===== src/prs_pkg.sv =====
/*
  Package for the panel rail start-up and fault sequencer: state codes,
  register map, field positions and timing constants.
  Assumes a 25 MHz system clock and a 32-bit classic Wishbone register bus.
*/
package prs_pkg;

  // clock
  localparam int CLK_PERIOD_NS      = 40;

  // soft-start window and fault time-out with the typical delay capacitor
  localparam int SOFT_START_NS      = 2_000_000;
  localparam int FAULT_TIMEOUT_NS   = 50_000_000;
  localparam int SOFT_START_CYC     = (SOFT_START_NS + CLK_PERIOD_NS - 1) / CLK_PERIOD_NS;
  localparam int FAULT_TIMEOUT_CYC  = (FAULT_TIMEOUT_NS + CLK_PERIOD_NS - 1) / CLK_PERIOD_NS;
  localparam int FAST_RAMP_CYC      = 64;
  localparam int CNT_W              = 21;

  // sequence
  localparam logic [2:0] PEAKS_FULL = 3'h6;

  // gray codes along the normal power-up path
  typedef enum logic [3:0] {
    ST_OFF     = 4'h0,
    ST_RAMP1   = 4'h1,
    ST_RAMP2   = 4'h3,
    ST_RAMP3   = 4'h2,
    ST_RAMP4   = 4'h6,
    ST_RAMP5   = 4'h7,
    ST_RAMP6   = 4'h5,
    ST_RUN     = 4'h4,
    ST_TIMEOUT = 4'hC,
    ST_LATCHED = 4'hD
  } prs_state_type;

  // rail enable vector bit positions
  localparam int RAIL_REF  = 0;
  localparam int RAIL_SW   = 1;
  localparam int RAIL_BST  = 2;
  localparam int RAIL_LOG  = 3;
  localparam int RAIL_NEG  = 4;
  localparam int RAIL_DBE  = 5;
  localparam int RAIL_POS  = 6;
  localparam int RAIL_W    = 7;

  // register map (byte addresses)
  localparam logic [3:0] ADR_CTRL   = 4'h0;
  localparam logic [3:0] ADR_STATUS = 4'h4;
  localparam logic [3:0] ADR_CAUSE  = 4'h8;

  // control fields
  localparam int CTRL_VARIANT = 0;
  localparam logic CTRL_RESET = 1'h0;

  // status fields
  localparam int ST_STATE_LSB = 0;
  localparam int ST_PEAK_LSB  = 4;
  localparam int ST_LATCH_BIT = 7;
  localparam int ST_SS_BIT    = 8;

  // fault cause bits
  localparam int CAUSE_PRE     = 0;
  localparam int CAUSE_REF     = 1;
  localparam int CAUSE_TEMP    = 2;
  localparam int CAUSE_RAIL    = 3;
  localparam int CAUSE_FINAL   = 4;
  localparam int CAUSE_TIMEOUT = 5;
  localparam int CAUSE_W       = 6;

endpackage : prs_pkg


===== src/prs_sequencer.sv =====
/*
  Panel rail start-up and fault sequencer: steps through six delay-ramp
  peaks enabling the rails in order, latches off on any fault.
  Assumes analog comparators for supply, ramp peak and fault trip, all
  synchronous to CLK_I; registers are reached over classic Wishbone.
*/
// The register addresses and register access over Wishbone were left to the implementer.
module prs_sequencer #(
  parameter int SOFT_START_CYCLES    = prs_pkg::SOFT_START_CYC,
  parameter int FAULT_TIMEOUT_CYCLES = prs_pkg::FAULT_TIMEOUT_CYC,
  parameter int FAST_RAMP_CYCLES     = prs_pkg::FAST_RAMP_CYC
) (
  input  wire logic        CLK_I,                        // 25 MHz clock
  input  wire logic        RST_N_I,                      // async reset, low
  input  wire logic        CE_I,                         // clock enable
  input  wire logic        SUPPLY_OK_I,                  // input above start threshold
  input  wire logic        ENABLE_I,                     // enable pin
  input  wire logic        RAMP_PEAK_I,                  // ramp at upper threshold
  input  wire logic        FAULT_TRIP_I,                 // ramp at fault threshold
  input  wire logic        PRE_FAULT_I,                  // start-up fault check
  input  wire logic        REF_OK_I,                     // reference valid
  input  wire logic        OVERTEMP_I,                   // die above trip point
  input  wire logic        BOOST_FAULT_I,                // boost rail low
  input  wire logic        LOGIC_FAULT_I,                // logic rail low
  input  wire logic        NEG_FAULT_I,                  // negative gate rail fault
  input  wire logic        POS_FAULT_I,                  // positive gate rail fault
  input  wire logic        DBOOST_FAULT_I,               // delayed boost rail fault
  input  wire logic        SWITCH_FAULT_I,               // input switch node fault
  input  wire logic        DBEN_FAULT_I,                 // delayed boost enable pin fault
  output logic             REF_EN_O,                     // reference on
  output logic             INPUT_SWITCH_ENABLE_N_O,      // input switch on, low
  output logic             BOOST_RAIL_EN_O,              // boost rail on
  output logic             LOGIC_RAIL_EN_O,              // logic rail on
  output logic             SOFT_START_O,                 // soft-start active
  output logic             NEGATIVE_GATE_RAIL_EN_O,      // negative gate rail on
  output logic             DELAYED_BOOST_ENABLE_N_O,     // open-drain level
  output logic             DELAYED_BOOST_ENABLE_N_OE_O,  // open-drain drive
  output logic             POSITIVE_GATE_RAIL_EN_O,      // positive gate rail on
  output logic             RAMP_CHARGE_O,                // charge ramp cap
  output logic             RAMP_FAST_O,                  // fast charge current
  output logic             RAMP_DISCHARGE_O,             // discharge pulse
  output logic             RAMP_HOLD_O,                  // hold ramp steady
  output logic             RAMP_FAULT_CHARGE_O,          // charge toward fault trip
  output logic             FAULT_LATCHED_O,              // latched off
  input  wire logic        WB_CYC_I,                     // wishbone cycle
  input  wire logic        WB_STB_I,                     // wishbone strobe
  input  wire logic        WB_WE_I,                      // wishbone write
  input  wire logic [3:0]  WB_ADR_I,                     // byte address
  input  wire logic [3:0]  WB_SEL_I,                     // byte selects
  input  wire logic [31:0] WB_DAT_I,                     // write data
  output logic [31:0]      WB_DAT_O,                     // read data
  output logic             WB_ACK_O                      // acknowledge
);
  import prs_pkg::*;

  localparam logic [CNT_W-1:0] SS_LOAD   = CNT_W'(SOFT_START_CYCLES);
  localparam logic [CNT_W-1:0] TO_LOAD   = CNT_W'(FAULT_TIMEOUT_CYCLES);
  localparam logic [CNT_W-1:0] FAST_LOAD = CNT_W'(FAST_RAMP_CYCLES);

  prs_state_type              state;
  prs_state_type              next_state;
  logic [CAUSE_W-1:0]         next_cause;
  logic [CAUSE_W-1:0]         cause;
  logic                       variant;
  logic                       peak_d;
  logic                       peak_evt;
  logic [2:0]                 peak_count;
  logic [CNT_W-1:0]           ss_cnt;
  logic [CNT_W-1:0]           next_ss_cnt;
  logic [CNT_W-1:0]           to_cnt;
  logic [CNT_W-1:0]           fast_cnt;
  logic                       soft_start;
  logic                       run_fault;
  logic                       final_fault;
  logic [RAIL_W-1:0]          next_rails;
  logic                       wb_req;

  ////////////////////////////////////////////////////////////////////////////
  // helpers

  function automatic logic in_ramp(input prs_state_type s);
    in_ramp = (s == ST_RAMP1) || (s == ST_RAMP2) || (s == ST_RAMP3) ||
              (s == ST_RAMP4) || (s == ST_RAMP5) || (s == ST_RAMP6);
  endfunction

  // steps at or past the third ramp with the rails live
  function automatic logic rails_live(input prs_state_type s);
    rails_live = (s == ST_RAMP3) || (s == ST_RAMP4) || (s == ST_RAMP5) ||
                 (s == ST_RAMP6) || (s == ST_RUN) || (s == ST_TIMEOUT);
  endfunction

  function automatic logic [RAIL_W-1:0] rails_for(input prs_state_type s,
                                                   input logic          alt,
                                                   input logic          sup);
    logic [RAIL_W-1:0] r;
    logic              live;
    logic              late;
    r    = '0;
    live = rails_live(s);
    late = (s == ST_RAMP6) || (s == ST_RUN) || (s == ST_TIMEOUT);
    r[RAIL_REF] = alt ? sup : (live || s == ST_RAMP2);
    // switch opens as soon as a run fault is seen, ahead of the time-out latch
    r[RAIL_SW]  = live && s != ST_TIMEOUT;
    r[RAIL_BST] = live;
    r[RAIL_LOG] = alt ? (sup && s != ST_LATCHED) : live;
    r[RAIL_NEG] = live && s != ST_RAMP3;
    r[RAIL_DBE] = late;
    r[RAIL_POS] = late;
    rails_for = r;
  endfunction

  ////////////////////////////////////////////////////////////////////////////
  // fault terms

  assign peak_evt    = RAMP_PEAK_I && !peak_d;
  assign soft_start  = ss_cnt != '0;
  // boost and logic rail comparators are blind while the rails are still ramping up
  assign run_fault   = !soft_start && (BOOST_FAULT_I || LOGIC_FAULT_I);
  assign final_fault = DBOOST_FAULT_I || SWITCH_FAULT_I || NEG_FAULT_I ||
                       DBEN_FAULT_I || POS_FAULT_I;

  ////////////////////////////////////////////////////////////////////////////
  // sequence state machine

  always_comb
  begin
    next_state = state;
    next_cause = '0;
    if (!SUPPLY_OK_I || !ENABLE_I)
    begin
      next_state = ST_OFF;
    end
    else if (OVERTEMP_I && state != ST_OFF && state != ST_LATCHED)
    begin
      next_state = ST_LATCHED;
      next_cause[CAUSE_TEMP] = 1'b1;
    end
    else
    begin
      unique case (state)
        ST_OFF:
          next_state = ST_RAMP1;
        ST_RAMP1:
          if (PRE_FAULT_I)
          begin
            next_state = ST_LATCHED;
            next_cause[CAUSE_PRE] = 1'b1;
          end
          else if (peak_evt)
            next_state = ST_RAMP2;
        ST_RAMP2:
          if (!REF_OK_I)
          begin
            next_state = ST_LATCHED;
            next_cause[CAUSE_REF] = 1'b1;
          end
          else if (peak_evt)
            next_state = ST_RAMP3;
        ST_RAMP3, ST_RAMP4, ST_RAMP5:
          if (run_fault)
          begin
            next_state = ST_LATCHED;
            next_cause[CAUSE_RAIL] = 1'b1;
          end
          else if (peak_evt)
            next_state = (state == ST_RAMP3) ? ST_RAMP4 :
                         (state == ST_RAMP4) ? ST_RAMP5 : ST_RAMP6;
        ST_RAMP6:
          if (run_fault)
          begin
            next_state = ST_LATCHED;
            next_cause[CAUSE_RAIL] = 1'b1;
          end
          else if (peak_evt && final_fault)
          begin
            next_state = ST_LATCHED;
            next_cause[CAUSE_FINAL] = 1'b1;
          end
          else if (peak_evt)
            next_state = ST_RUN;
        ST_RUN:
          if (run_fault || final_fault || !REF_OK_I)
            next_state = ST_TIMEOUT;
        ST_TIMEOUT:
          if (FAULT_TRIP_I || to_cnt == '0)
          begin
            next_state = ST_LATCHED;
            next_cause[CAUSE_TIMEOUT] = 1'b1;
          end
        ST_LATCHED:
          next_state = ST_LATCHED;
        default:
          next_state = ST_LATCHED;
      endcase
    end
  end

  always_ff @(posedge CLK_I or negedge RST_N_I)
  begin
    if (!RST_N_I)
    begin
      state  <= ST_OFF;
      peak_d <= 1'b0;
    end
    else if (CE_I)
    begin
      state  <= next_state;
      peak_d <= RAMP_PEAK_I;
    end
  end

  // peaks seen in this attempt
  always_ff @(posedge CLK_I or negedge RST_N_I)
  begin
    if (!RST_N_I)
      peak_count <= '0;
    else if (CE_I)
    begin
      if (next_state == ST_OFF)
        peak_count <= '0;
      else if (in_ramp(state) && peak_evt && peak_count != PEAKS_FULL)
        peak_count <= peak_count + 3'h1;
    end
  end

  ////////////////////////////////////////////////////////////////////////////
  // timers

  always_comb
  begin
    next_ss_cnt = ss_cnt;
    if (!rails_live(next_state))
      next_ss_cnt = '0;
    else if (state == ST_RAMP2 && next_state == ST_RAMP3)
      next_ss_cnt = SS_LOAD;
    else if (ss_cnt != '0)
      next_ss_cnt = ss_cnt - CNT_W'(1);
  end

  always_ff @(posedge CLK_I or negedge RST_N_I)
  begin
    if (!RST_N_I)
    begin
      ss_cnt   <= '0;
      to_cnt   <= '0;
      fast_cnt <= '0;
    end
    else if (CE_I)
    begin
      ss_cnt <= next_ss_cnt;
      if (next_state == ST_TIMEOUT && state != ST_TIMEOUT)
        to_cnt <= TO_LOAD;
      else if (to_cnt != '0)
        to_cnt <= to_cnt - CNT_W'(1);
      if (next_state != ST_RAMP1)
        fast_cnt <= '0;
      else if (fast_cnt != FAST_LOAD)
        fast_cnt <= fast_cnt + CNT_W'(1);
    end
  end

  ////////////////////////////////////////////////////////////////////////////
  // pin outputs, registered from the next state so they track it exactly

  assign next_rails = rails_for(next_state, variant, SUPPLY_OK_I);

  always_ff @(posedge CLK_I or negedge RST_N_I)
  begin
    if (!RST_N_I)
    begin
      REF_EN_O                    <= 1'b0;
      INPUT_SWITCH_ENABLE_N_O     <= 1'b1;
      BOOST_RAIL_EN_O             <= 1'b0;
      LOGIC_RAIL_EN_O             <= 1'b0;
      NEGATIVE_GATE_RAIL_EN_O     <= 1'b0;
      DELAYED_BOOST_ENABLE_N_O    <= 1'b0;
      DELAYED_BOOST_ENABLE_N_OE_O <= 1'b0;
      POSITIVE_GATE_RAIL_EN_O     <= 1'b0;
      SOFT_START_O                <= 1'b0;
      FAULT_LATCHED_O             <= 1'b0;
    end
    else if (CE_I)
    begin
      REF_EN_O                    <= next_rails[RAIL_REF];
      INPUT_SWITCH_ENABLE_N_O     <= !next_rails[RAIL_SW];
      BOOST_RAIL_EN_O             <= next_rails[RAIL_BST];
      LOGIC_RAIL_EN_O             <= next_rails[RAIL_LOG];
      NEGATIVE_GATE_RAIL_EN_O     <= next_rails[RAIL_NEG];
      // open drain: only ever drives low
      DELAYED_BOOST_ENABLE_N_O    <= 1'b0;
      DELAYED_BOOST_ENABLE_N_OE_O <= next_rails[RAIL_DBE];
      POSITIVE_GATE_RAIL_EN_O     <= next_rails[RAIL_POS];
      SOFT_START_O                <= next_ss_cnt != '0;
      FAULT_LATCHED_O             <= next_state == ST_LATCHED;
    end
  end

  // delay ramp control
  always_ff @(posedge CLK_I or negedge RST_N_I)
  begin
    if (!RST_N_I)
    begin
      RAMP_CHARGE_O       <= 1'b0;
      RAMP_FAST_O         <= 1'b0;
      RAMP_DISCHARGE_O    <= 1'b0;
      RAMP_HOLD_O         <= 1'b0;
      RAMP_FAULT_CHARGE_O <= 1'b0;
    end
    else if (CE_I)
    begin
      RAMP_CHARGE_O       <= in_ramp(next_state) && !(peak_evt && in_ramp(state));
      RAMP_FAST_O         <= next_state == ST_RAMP1 && fast_cnt != FAST_LOAD;
      RAMP_DISCHARGE_O    <= peak_evt && in_ramp(state) && in_ramp(next_state);
      RAMP_HOLD_O         <= next_state == ST_RUN;
      RAMP_FAULT_CHARGE_O <= next_state == ST_TIMEOUT;
    end
  end

  ////////////////////////////////////////////////////////////////////////////
  // wishbone slave: one wait state, ack dropped the cycle after

  assign wb_req = WB_CYC_I && WB_STB_I && !WB_ACK_O;

  // fault cause is sticky until the next power-up attempt
  always_ff @(posedge CLK_I or negedge RST_N_I)
  begin
    if (!RST_N_I)
    begin
      variant <= CTRL_RESET;
      cause   <= '0;
    end
    else if (CE_I)
    begin
      if (wb_req && WB_WE_I && WB_SEL_I[0] && WB_ADR_I == ADR_CTRL)
        variant <= WB_DAT_I[CTRL_VARIANT];
      if (state == ST_OFF && next_state == ST_RAMP1)
        cause <= '0;
      else
        cause <= cause | next_cause;
    end
  end

  always_ff @(posedge CLK_I or negedge RST_N_I)
  begin
    if (!RST_N_I)
    begin
      WB_ACK_O <= 1'b0;
      WB_DAT_O <= '0;
    end
    else if (CE_I)
    begin
      WB_ACK_O <= wb_req;
      WB_DAT_O <= '0;
      if (wb_req && !WB_WE_I)
      begin
        unique case (WB_ADR_I)
          ADR_CTRL:   WB_DAT_O[CTRL_VARIANT] <= variant;
          ADR_STATUS:
          begin
            WB_DAT_O[ST_STATE_LSB +: 4] <= state;
            WB_DAT_O[ST_PEAK_LSB +: 3]  <= peak_count;
            WB_DAT_O[ST_LATCH_BIT]      <= state == ST_LATCHED;
            WB_DAT_O[ST_SS_BIT]         <= soft_start;
          end
          ADR_CAUSE:  WB_DAT_O[CAUSE_W-1:0] <= cause;
          default:    WB_DAT_O <= '0;
        endcase
      end
    end
  end
endmodule // prs_sequencer


===== config.mk =====
export PLATFORM = sky130hd
export DESIGN_NAME = prs_sequencer
export DESIGN_NICKNAME = d
export VERILOG_FILES = /design/src/prs_pkg.sv /design/src/prs_sequencer.sv
export SDC_FILE = /design/constraint.sdc
export NUM_CORES = 1
export LEC_CHECK = 0
export ABC_AREA = 1
export BUFFER_PORTS_ARGS = -buffer_cell sky130_fd_sc_hd__buf_2
export CORE_ASPECT_RATIO = 1.25
export CORE_MARGIN = 1.5
export CORE_UTILIZATION = 50
export CTS_BUF_LIST = sky130_fd_sc_hd__clkbuf_16
export DETAILED_ROUTE_END_ITERATION = 8
export MAX_ROUTING_LAYER = met4
export PLACE_DENSITY_LB_ADDON = 0.2
export SETUP_SLACK_MARGIN = 0.05
export SLEW_MARGIN = 10
export SYNTH_ARGS = -nofsm -noshare
export SYNTH_HDL_FRONTEND = slang
export SYNTH_SLANG_ARGS = --single-unit

===== constraint.sdc =====
create_clock -name CLK_I -period 2.6 [get_ports CLK_I]
set_clock_uncertainty 0.1 [all_clocks]
set_input_delay 0.13 -clock CLK_I [delete_from_list [all_inputs] [get_ports CLK_I]]
set_output_delay 0.13 -clock CLK_I [all_outputs]
set_load 0.005 [all_outputs]

==> results of run 1 <==
-- timing repair --
item / CTS / global route
cloned: 1 / 0
setup endpoints to repair: 29 / 59
hold buffers: 5 / 0
buffers inserted: 23 / 8
gates resized for setup: 31 / 102
hold endpoints to repair: 37 / 0
pin swaps: 15 / 39
-- worst max-delay path by stage --
| stage | depth (start not counted) | slack, ns | startpoint | to |
|---|---|---|---|---|
| after detailed placement | 17 | -0.1 | ss_cnt[0] | SOFT_START_O |
| after CTS | 17 | 0.01 | state[3] | SOFT_START_O |
| after global routing | 19 | -0.29 | ss_cnt[13] | to_cnt[20] |
| after global placement | 17 | -0.06 | ss_cnt[0] | SOFT_START_O |
| final | 18 | -0.14 | ss_cnt[13] | SOFT_START_O |
| after floorplan | 19 | 0.14 | ss_cnt[0] | to_cnt[20] |
-- sequential cells by signal (all words and copies together), names as in the netlist, 3 cells and up --
signal,flops
WB_DAT_O,9
state,4
fast_cnt,21
to_cnt,21
ss_cnt,21
cause,6
peak_count,3
-- report_power, final --
part	leakage, nW	switching [mW]	internal [mW]
clock network	0.155	0.664	0.763
logic	2.74	2.86	2.29
registers	1.34	0.264	1.87
total	4.23	3.79	4.92
-- logic make-up (layout without fill, tap and decap cells) --
logic type / Yosys count / after routing / share of synthesized area
flops: 101 / 101 / 0.406
mux: 1 / 1 / 0.00181
fa+ha+maj: 6 / 6 / 0.0121
compound gates: 132 / 132 / 0.122
buf+inv: 156 / 311 / 0.112
other cells: 1 / 24 / 0.000602
simple gates: 420 / 421 / 0.302
xor+xnor: 31 / 31 / 0.0436
-- per-layer routing --
| layer | up-vias | track usage | part of all wire |
|---|---|---|---|
| li1 | 3088 | - | - |
| met1 | 2934 | 0.336 | 0.40 |
| met2 | 191 | 0.459 | 0.50 |
| met3 | 63 | 0.0458 | 0.049 |
| met4 | 0 | 0.129 | 0.042 |
| met5 | - | - | 0 |
-- synth_stat cells (4+ instances only) --
library cell	instances
nor2_1	98
o211ai_1	8
buf_4	27
xor2_1	28
dfrtp_1	100
nor2_2	7
nor4_1	8
nand3_1	58
a21oi_1	30
inv_2	4
nor3_1	24
o21ai_1	7
nand2_1	191
nand4_1	17
inv_1	107
o31ai_1	6
clkbuf_1	12
o22ai_1	20
ha_1	6
o21ai_0	48
-- area by class of cell --
type,count,area share
well taps,164,0.0245
multi-input cells,615,0.424
clock buffers,9,0.0269
repair buffers,183,0.162
clock inverters,7,0.00941
flip-flops and latches,101,0.302
inverters,112,0.0505
-- through the flow --
step	instances	setup TNS [ns]	hold WS, ns
final	1191	-1.00	0.0287
after global routing	1191	-3.64	0.0483
after CTS	1186	0	0.0149
after detailed placement	1141	-0.115	0.00866
after global placement	1141	-0.0587	0.0121
after floorplan	871	0	-0.266
-- worst max-delay path, stage by stage, from the launching register on --
cell	delay, ns
dfrtp_1	0.42
nor2_4	0.18
buf_6	0.13
nand2_4	0.05
nor2_4	0.08
nand4_1	0.18
nand2_1	0.18
nand2_2	0.10
nand3_2	0.12
nand2_4	0.12
a21oi_2	0.16
nand2_2	0.07
buf_12	0.16
o211ai_1	0.12
nand2_1	0.11
nor2_2	0.13
nand2_1	0.07
nor2_1	0.08
nor2_1	0.05
==> run_results.csv, run 1 <==
group,metric,value,unit
detailed_routing,drtPass1Iterations,4,
layout,final_nets,1088,
timing,rsz0062_at_grt,"yes",
die,row_count,45,
critical_path,r2r_start,"ss_cnt[13]",
clocking,clk_pin_slew,0.07,ns
logic_synthesis,yosys_most_used_dff,"dfrtp_1",
critical_path,endpoint_kind,"register",
layout,register_area,2530,µm²
power_and_ir_drop,ir_drop,0.507,mV
critical_path,crit_arrival,2.89,ns
detailed_routing,viasPerCell,5.27,
layout,multi_input_area,3550,µm²
detailed_routing,ant_nets,0,
detailed_routing,drcViolationCount,0,
timing,layout_min_cycle_time,2.74,ns
layout,fin_util,0.688,
timing,finalCritPeriodShare,1.05,
critical_path,r2r-end,"SOFT_START_O",
timing,slew_viol_final,0,
global_route,grt_antenna_before_repair,0,
global_route,grtUsageTotal,0.280,
clocking,cts_made_buffers,9,
global_route,grt-ovfl-total,0,
min_path,holdCritPathClass,"input port to register",
clocking,cts_tree,"built",
critical_path,path_class,"register to register",
logic_synthesis,async_flop_share,1.00,
run,drv_cap,0,
clocking,ctsLongestPathBuffers,2,
outcome,violations,"setup timing",
layout,area_growth,34.4,%
min_path,worstHoldPathCells,4,
detailed_routing,drt_wl_total,17.7,mm
logic_synthesis,synth_edf_count,0,
power_and_ir_drop,powerDensity,1040,nW/µm²
layout,fill_cells,1002,
timing,slew-limit-headroom,0.487,
die,die_w,103,µm
place,port_buffers,49,
logic_synthesis,syn_avg_cell_area,7.34,µm²
place,dp_hpwl,12.0,mm
layout,final_area,8370,µm²
layout,mostFrequentLayoutCell,"nand2_1",
timing,worstMarginPinSlew,0.764,ns
critical_path,critPathLaunchType,"register",
layout,drive_above_1_share,0.300,
logic_synthesis,yosysUniqueCellTypes,46,
detailed_routing,vias,6276,
die,dieArea,13100,µm²
detailed_routing,routedWlPerCell,14.9,µm
timing,final.setup.worst_slack,-0.138,ns
min_path,worstHoldEndpoint,"WB_DAT_O[5]",
die,io_pins,108,
logic_synthesis,yosysSeqAreaShare,0.406,
outcome,outcome,"finished, violations left",
critical_path,ff2ff_path_depth,18,
die,die_h,128,µm
timing,timing_hold_violations_final,0,
place,post_dp_cell_area,7290,µm²
place,dp_slack,-0.100,ns
clocking,worst_skew_pair.late_latency,0.36,ns
critical_path,crit_required,2.76,ns
critical_path,r2r_slack,-0.14,ns
logic_synthesis,syn_area,6230,µm²
global_route,grt_pass1_vias,6007,
logic_synthesis,yosysWarnings,0,
logic_synthesis,netlist.area_leader.share,0.402,
logic_synthesis,syn_inst,848,
layout,antenna_cells,0,
clocking,cts_root_buf,"clkbuf_16",
logic_synthesis,yosys.area.top_type,"dfrtp_1",
die,core_area,12200,µm²
timing,setup_viol,17,
power_and_ir_drop,p_leak,4.23,nW
detailed_routing,drt_iter0_drc,322,
logic_synthesis,ys_ff_latch,101,
layout,layout_common_cells,"nand2_1, buf_4, inv_1, dfrtp_1, nor2_1",
min_path,worstHoldStart,"WB_ADR_I[3]",
timing,max_freq,365,MHz
clocking,cts_sinks,101,
critical_path,crit_fanout,22,
clocking,h-tree-depth,3,
logic_synthesis,synth.area.top_cells,"dfrtp_1, nand2_1, inv_1",
global_route,grt_pass1_wl,27.9,mm
global_route,grt_max_degree,69,
place,place_congestion,0.938,
die,start_util,0.512,
power_and_ir_drop,finalPower,8.70,mW
(Power assumes the default switching activity.)
==> run 2, diff against run 1 <==
Settings changed: BUFFER_PORTS_ARGS -buffer_cell sky130_fd_sc_hd__buf_2 to -buffer_cell sky130_fd_sc_hd__buf_4.
==> run 2 against run 1 <==
Compared with the run above: the flow still finishes with violations (setup timing); core utilization up 2.3 points; die area unchanged; clock power up 8%; register-to-register slack about the same; power up 1.2%; worst setup slack better by 0.00065 ns; sequential share of layout area down 1.0 points; sequential cell count unchanged; sequential power about the same; critical path type unchanged; largest cell class unchanged; largest power group unchanged.
==> run_results.csv, run 2 (synthesized netlist as in run 1, its figures left out) <==
group,metric,value,unit
layout,final_area,8660,µm²
critical_path,crit_arrival,2.90,ns
critical_path,path_class,"register to register",
clocking,h-tree-depth,3,
global_route,grt_max_degree,59,
die,start_util,0.512,
critical_path,path_cells,"nor2_1 > nand2_2 > nor2_4 > nand4_1 > nand2_1 > nand2_1 > nand2_4 > a21oi_4 > nand3_4 > buf_12 > clkinvlp_4 > o21ai_2 > nand2_1 > nor2_1 > nand3_1 > nor2_1 > nor2_1",
die,row_count,45,
global_route,grt_pass1_vias,5928,
detailed_routing,vias,6451,
timing,finalCritPeriodShare,1.05,
place,place_congestion,0.954,
critical_path,cp-startpoint,"ss_cnt[16]",
clocking,worst_skew_pair.late_latency,0.37,ns
layout,mostFrequentLayoutCell,"buf_4",
timing,timing_hold_violations_final,0,
place,post_dp_cell_area,7500,µm²
place,dp_slack,-0.100,ns
global_route,grt_pass1_wl,27.6,mm
clocking,cts_sinks,101,
critical_path,cp_common_cell,"nor2_1",
critical_path,cp_top_family,"simple AND/OR/NAND/NOR gates",
die,core_area,12200,µm²
timing,worstMarginPinSlew,0.759,ns
critical_path,crit_fanout,8,
outcome,violations,"setup timing",
power_and_ir_drop,finalPower,8.81,mW
die,dieArea,13100,µm²
timing,slew_viol_final,0,
detailed_routing,routedWlPerCell,15.1,µm
critical_path,endpoint_kind,"register",
timing,setup_viol,7,
layout,layout_common_cells,"buf_4, nand2_1, dfrtp_1, inv_1, nor2_1",
power_and_ir_drop,ir_drop,0.612,mV
die,die_h,128,µm
layout,antenna_cells,0,
layout,fill_cells,935,
layout,drive_above_1_share,0.316,
detailed_routing,ant_nets,0,
timing,slew-limit-headroom,0.490,
detailed_routing,drcViolationCount,0,
global_route,grtUsageTotal,0.276,
global_route,grt-ovfl-total,0,
layout,area_growth,39.0,%
power_and_ir_drop,p_leak,4.34,nW
clocking,cts_tree,"built",
critical_path,crit_required,2.76,ns
power_and_ir_drop,powerDensity,1020,nW/µm²
timing,rsz0062_at_grt,"yes",
layout,register_area,2530,µm²
timing,max_freq,365,MHz
layout,final_nets,1102,
layout,multi_input_area,3540,µm²
critical_path,slowest_stage,"dfrtp_1",
detailed_routing,viasPerCell,5.35,
detailed_routing,drtPass1Iterations,6,
critical_path,r2r_start,"ss_cnt[16]",
timing,layout_min_cycle_time,2.74,ns
layout,reg_top3,"fast_cnt (21), ss_cnt (21), to_cnt (21)",
clocking,cts_made_buffers,9,
place,dp_hpwl,12.2,mm
critical_path,slowest_delay,0.44,ns
min_path,holdCritPathClass,"input port to register",
timing,tns,-0.242,ns
detailed_routing,drt_iter0_drc,370,
global_route,grt_antenna_before_repair,0,
clocking,clk_pin_slew,0.07,ns
min_path,worstHoldStart,"WB_ADR_I[3]",
clocking,cts_root_buf,"clkbuf_16",
run,drv_cap,0,
place,port_buffers,49,
critical_path,critPathBufInv,2,
timing,final.setup.worst_slack,-0.137,ns
clocking,ctsLongestPathBuffers,2,
detailed_routing,drt_wl_total,18.2,mm
outcome,outcome,"finished, violations left",
critical_path,critPathLaunchType,"register",
die,io_pins,108,
die,die_w,103,µm
## run 2: cell types whose count changed in the layout (fill, tap and decap cells not counted), moves of 4 or more
cell / before / now
o21ai_2: 6 / 10
inv_2: 7 / 12
buf_4: 118 / 175
inv_1: 104 / 96
o21ai_0: 41 / 36
nor3_1: 19 / 23
nor2_2: 11 / 16
nor3_2: 5 / 0
buf_2: 48 / 0
## run 2: layout make-up
type / instances / share of cell area
clock inverter: 7 / 0.0124
sequential: 101 / 0.292
inverter: 112 / 0.0496
tap: 164 / 0.0237
multi-input combinational: 614 / 0.409
timing repair buffer: 198 / 0.187
clock buffer: 9 / 0.0260
## run 2: power breakdown
group / total (mW) / leakage, nW / internal [mW] / switching, mW
logic: 5.14 / 2.85 / 2.27 / 2.88
clock network: 1.55 / 0.160 / 0.862 / 0.685
registers: 2.12 / 1.34 / 1.87 / 0.249
total: 8.81 / 4.34 / 4.99 / 3.81
## run 2: repair_timing
item                                   CTS  global route
setup buffers                            7            22
resized for setup                       30           120
hold buffers                             6             0
cloned                                   0             1
endpoints found under the hold margin   48             0
setup endpoints to repair               22            57
pin swaps                               14            51
## run 2: per-layer routing
layer,up-vias,global-route usage,part of all wire
met5,-,-,0
li1,3110,-,-
met2,230,0.460,0.51
met1,3040,0.335,0.40
met4,0,0.124,0.039
met3,71,0.0327,0.051
## run 2: path summary, 6_finish.rpt
kind / to / slack, ns / cells past startpoint
min in group asynchronous: ss_cnt[10] / 0.20 / 2
worst min register to register: RAMP_FAST_O / 0.39 / 2
worst max register to register: SOFT_START_O / -0.14 / 17
worst min-delay path: WB_DAT_O[5] / 0.01 / 4
worst max-delay path: SOFT_START_O / -0.14 / 17
max in group asynchronous: fast_cnt[12] / 1.49 / 3
## run 2: worst reg2reg max path, cell delays in order, from the launching register on
cell and delay, ns:
dfrtp_1 0.44, nor2_1 0.16, nand2_2 0.11, nor2_4 0.16, nand4_1 0.20, nand2_1 0.14
nand2_1 0.10, nand2_4 0.11, a21oi_4 0.05, nand3_4 0.13, buf_12 0.14, clkinvlp_4 0.15
o21ai_2 0.18, nand2_1 0.07, nor2_1 0.13, nand3_1 0.12, nor2_1 0.11, nor2_1 0.05
## run 2: stage by stage
| stage | hold WS (ns) | cells | util |
|---|---|---|---|
| detailed placement | 0.0701 | 1153 | 0.616 |
| finish | 0.0142 | 1205 | 0.712 |
| global placement | 0.0672 | 1153 | 0.616 |
| global route | 0.0589 | 1205 | 0.712 |
| floorplan | -0.266 | 871 | - |
| CTS | 0.00488 | 1182 | 0.662 |
==> run 3, diff against run 2 <==
Settings changed: CORE_UTILIZATION 50 to 51.
Clock period 2.6 ns to 2.45 ns, I/O delays scaled along.
==> run 3 against run 2 <==
Compared with the run above: the flow still finishes with violations (setup timing); routed wire length is 3.7% higher; design area is 4.6% higher; clock power is 7% lower; via count is 2.9% higher; sequential power is 4% higher; sequential share of layout area is 1.3 points lower; largest cell class unchanged; highest routed layer unchanged.
==> run_results.csv, run 3 (synthesized netlist as in run 1, its figures left out) <==
group,metric,value,unit
min_path,worstHoldStart,"RAMP_PEAK_I",
timing,max_freq,374,MHz
clocking,h-tree-depth,3,
run,drv_cap,0,
timing,timing_hold_violations_final,0,
power_and_ir_drop,p_leak,4.54,nW
clocking,cts_root_buf,"clkbuf_16",
detailed_routing,drt-met1-wl,7.55,mm
global_route,grt_antenna_before_repair,0,
critical_path,endpoint_kind,"register",
detailed_routing,drt_iter0_drc,426,
detailed_routing,ant_nets,0,
min_path,holdCritPathClass,"input port to register",
critical_path,ff2ff_path_depth,19,
global_route,grt_pass1_wl,28.0,mm
critical_path,r2r_slack,-0.22,ns
min_path,worstHoldPathCells,3,
timing,finalCritPeriodShare,1.09,
layout,reg_top3,"fast_cnt (21), ss_cnt (21), to_cnt (21)",
place,post_dp_cell_area,7740,µm²
global_route,grtUsageTotal,0.283,
die,die_h,127,µm
critical_path,crit_required,2.60,ns
critical_path,r2r-end,"SOFT_START_O",
min_path,worstHoldEndpoint,"peak_d",
place,dp_slack,-0.243,ns
clocking,clk_pin_slew,0.07,ns
outcome,violations,"setup timing",
detailed_routing,drt_wl_total,18.9,mm
critical_path,crit_fanout,20,
die,io_pins,108,
layout,final_nets,1145,
die,dieArea,12900,µm²
detailed_routing,top_layer,"met4",
critical_path,path_class,"register to register",
detailed_routing,drcViolationCount,0,
timing,rsz0062_at_grt,"yes",
clocking,worst_skew_pair.late_latency,0.36,ns
timing,slew-limit-headroom,0.475,
layout,drive_above_1_share,0.357,
critical_path,crit_arrival,2.82,ns
timing,final.setup.worst_slack,-0.222,ns
critical_path,critPathLaunchType,"register",
place,port_buffers,49,
layout,layout_common_cells,"buf_4, nand2_1, dfrtp_1, inv_1, nor2_1",
die,row_count,44,
power_and_ir_drop,ir_drop,0.628,mV
die,core_area,11800,µm²
detailed_routing,routedWlPerCell,15.2,µm
detailed_routing,wl_met2,9.64,mm
layout,final_area,9050,µm²
outcome,outcome,"finished, violations left",
power_and_ir_drop,powerDensity,1030,nW/µm²
clocking,cts_sinks,101,
die,start_util,0.529,
clocking,cts_tree,"built",
place,place_congestion,0.949,
power_and_ir_drop,finalPower,9.37,mW
detailed_routing,drtPass1Iterations,5,
detailed_routing,dr_wl_met3,1.03,mm
clocking,ctsLongestPathBuffers,2,
die,die_w,102,µm
layout,area_growth,45.4,%
detailed_routing,viasPerCell,5.33,
timing,worstMarginPinSlew,0.781,ns
layout,fill_cells,794,
global_route,grt_pass1_vias,6020,
global_route,grt_max_degree,48,
place,dp_hpwl,12.2,mm
detailed_routing,vias,6635,
layout,antenna_cells,0,
global_route,grt-ovfl-total,0,
timing,slew_viol_final,0,
timing,whs,0.0224,ns
layout,mostFrequentLayoutCell,"buf_4",
clocking,cts_made_buffers,9,
critical_path,r2r_start,"ss_cnt[0]",
timing,setup_viol,53,
timing,layout_min_cycle_time,2.67,ns
[run 3: worst max-delay path, cell delays in order, from the launching register on]
cell and delay (ns):
dfrtp_1 0.39, inv_2 0.08, ha_4 0.18, nand2_2 0.06, nor2_2 0.11, nand4_1 0.17, nand2_1 0.13, nand2_2 0.08
nand2_4 0.12, buf_12 0.12, inv_1 0.07, a21oi_2 0.16, nand2_2 0.09, buf_12 0.17, o211ai_1 0.09, nand2_1 0.09
nor2_1 0.15, nand2_1 0.06, nor2_1 0.08, nor2_1 0.05
[run 3: power breakdown]
| group | switching [mW] | leakage, nW | internal [mW] |
|---|---|---|---|
| clock | 0.659 | 0.136 | 0.785 |
| sequential | 0.230 | 1.33 | 1.98 |
| combinational | 3.22 | 3.07 | 2.49 |
| total | 4.10 | 4.54 | 5.26 |
[run 3: worst max-delay path by stage]
stage	start	to	slack, ns	cells past startpoint
finish	ss_cnt[0]	SOFT_START_O	-0.22	19
floorplan	ss_cnt[0]	to_cnt[20]	0.05	19
global placement	state[0]	SOFT_START_O	-0.24	18
global route	state[2]	SOFT_START_O	-0.39	20
CTS	to_cnt[0]	SOFT_START_O	-0.09	20
detailed placement	state[0]	SOFT_START_O	-0.24	18
[run 3: metrics by stage]
stage / std cells / setup TNS [ns] / util
final: 1245 / -3.74 / 0.769
after global routing: 1245 / -12.61 / 0.769
after CTS: 1222 / -0.977 / 0.715
after detailed placement: 1178 / -2.57 / 0.657
after global placement: 1178 / -2.40 / 0.657
after floorplan: 871 / 0 / -
[run 3: timing repair]
item | CTS | global route
pin swaps | 32 | 32
gates resized for setup | 55 | 125
endpoints found under the setup margin | 60 | 76
setup buffers | 23 | 23
hold buffers | 4 | 0
gates cloned | 1 | 0
hold endpoints to repair | 34 | 0
[run 3: layout make-up]
cell class,instances,area [µm²],area share
Tap cell,161,201,0.0222
Sequential cell,101,2530,0.280
Timing Repair Buffer,240,1960,0.216
Clock buffer,9,225,0.0249
Clock inverter,7,66.3,0.00732
Multi-Input combinational cell,615,3640,0.402
Inverter,112,433,0.0478
[run 3: per-layer routing]
layer | GRT usage | vias up
met2 | 0.462 | 262
met3 | 0.0220 | 55
met4 | 0.113 | 0
met1 | 0.367 | 3119
met5 | - | -
li1 | - | 3199
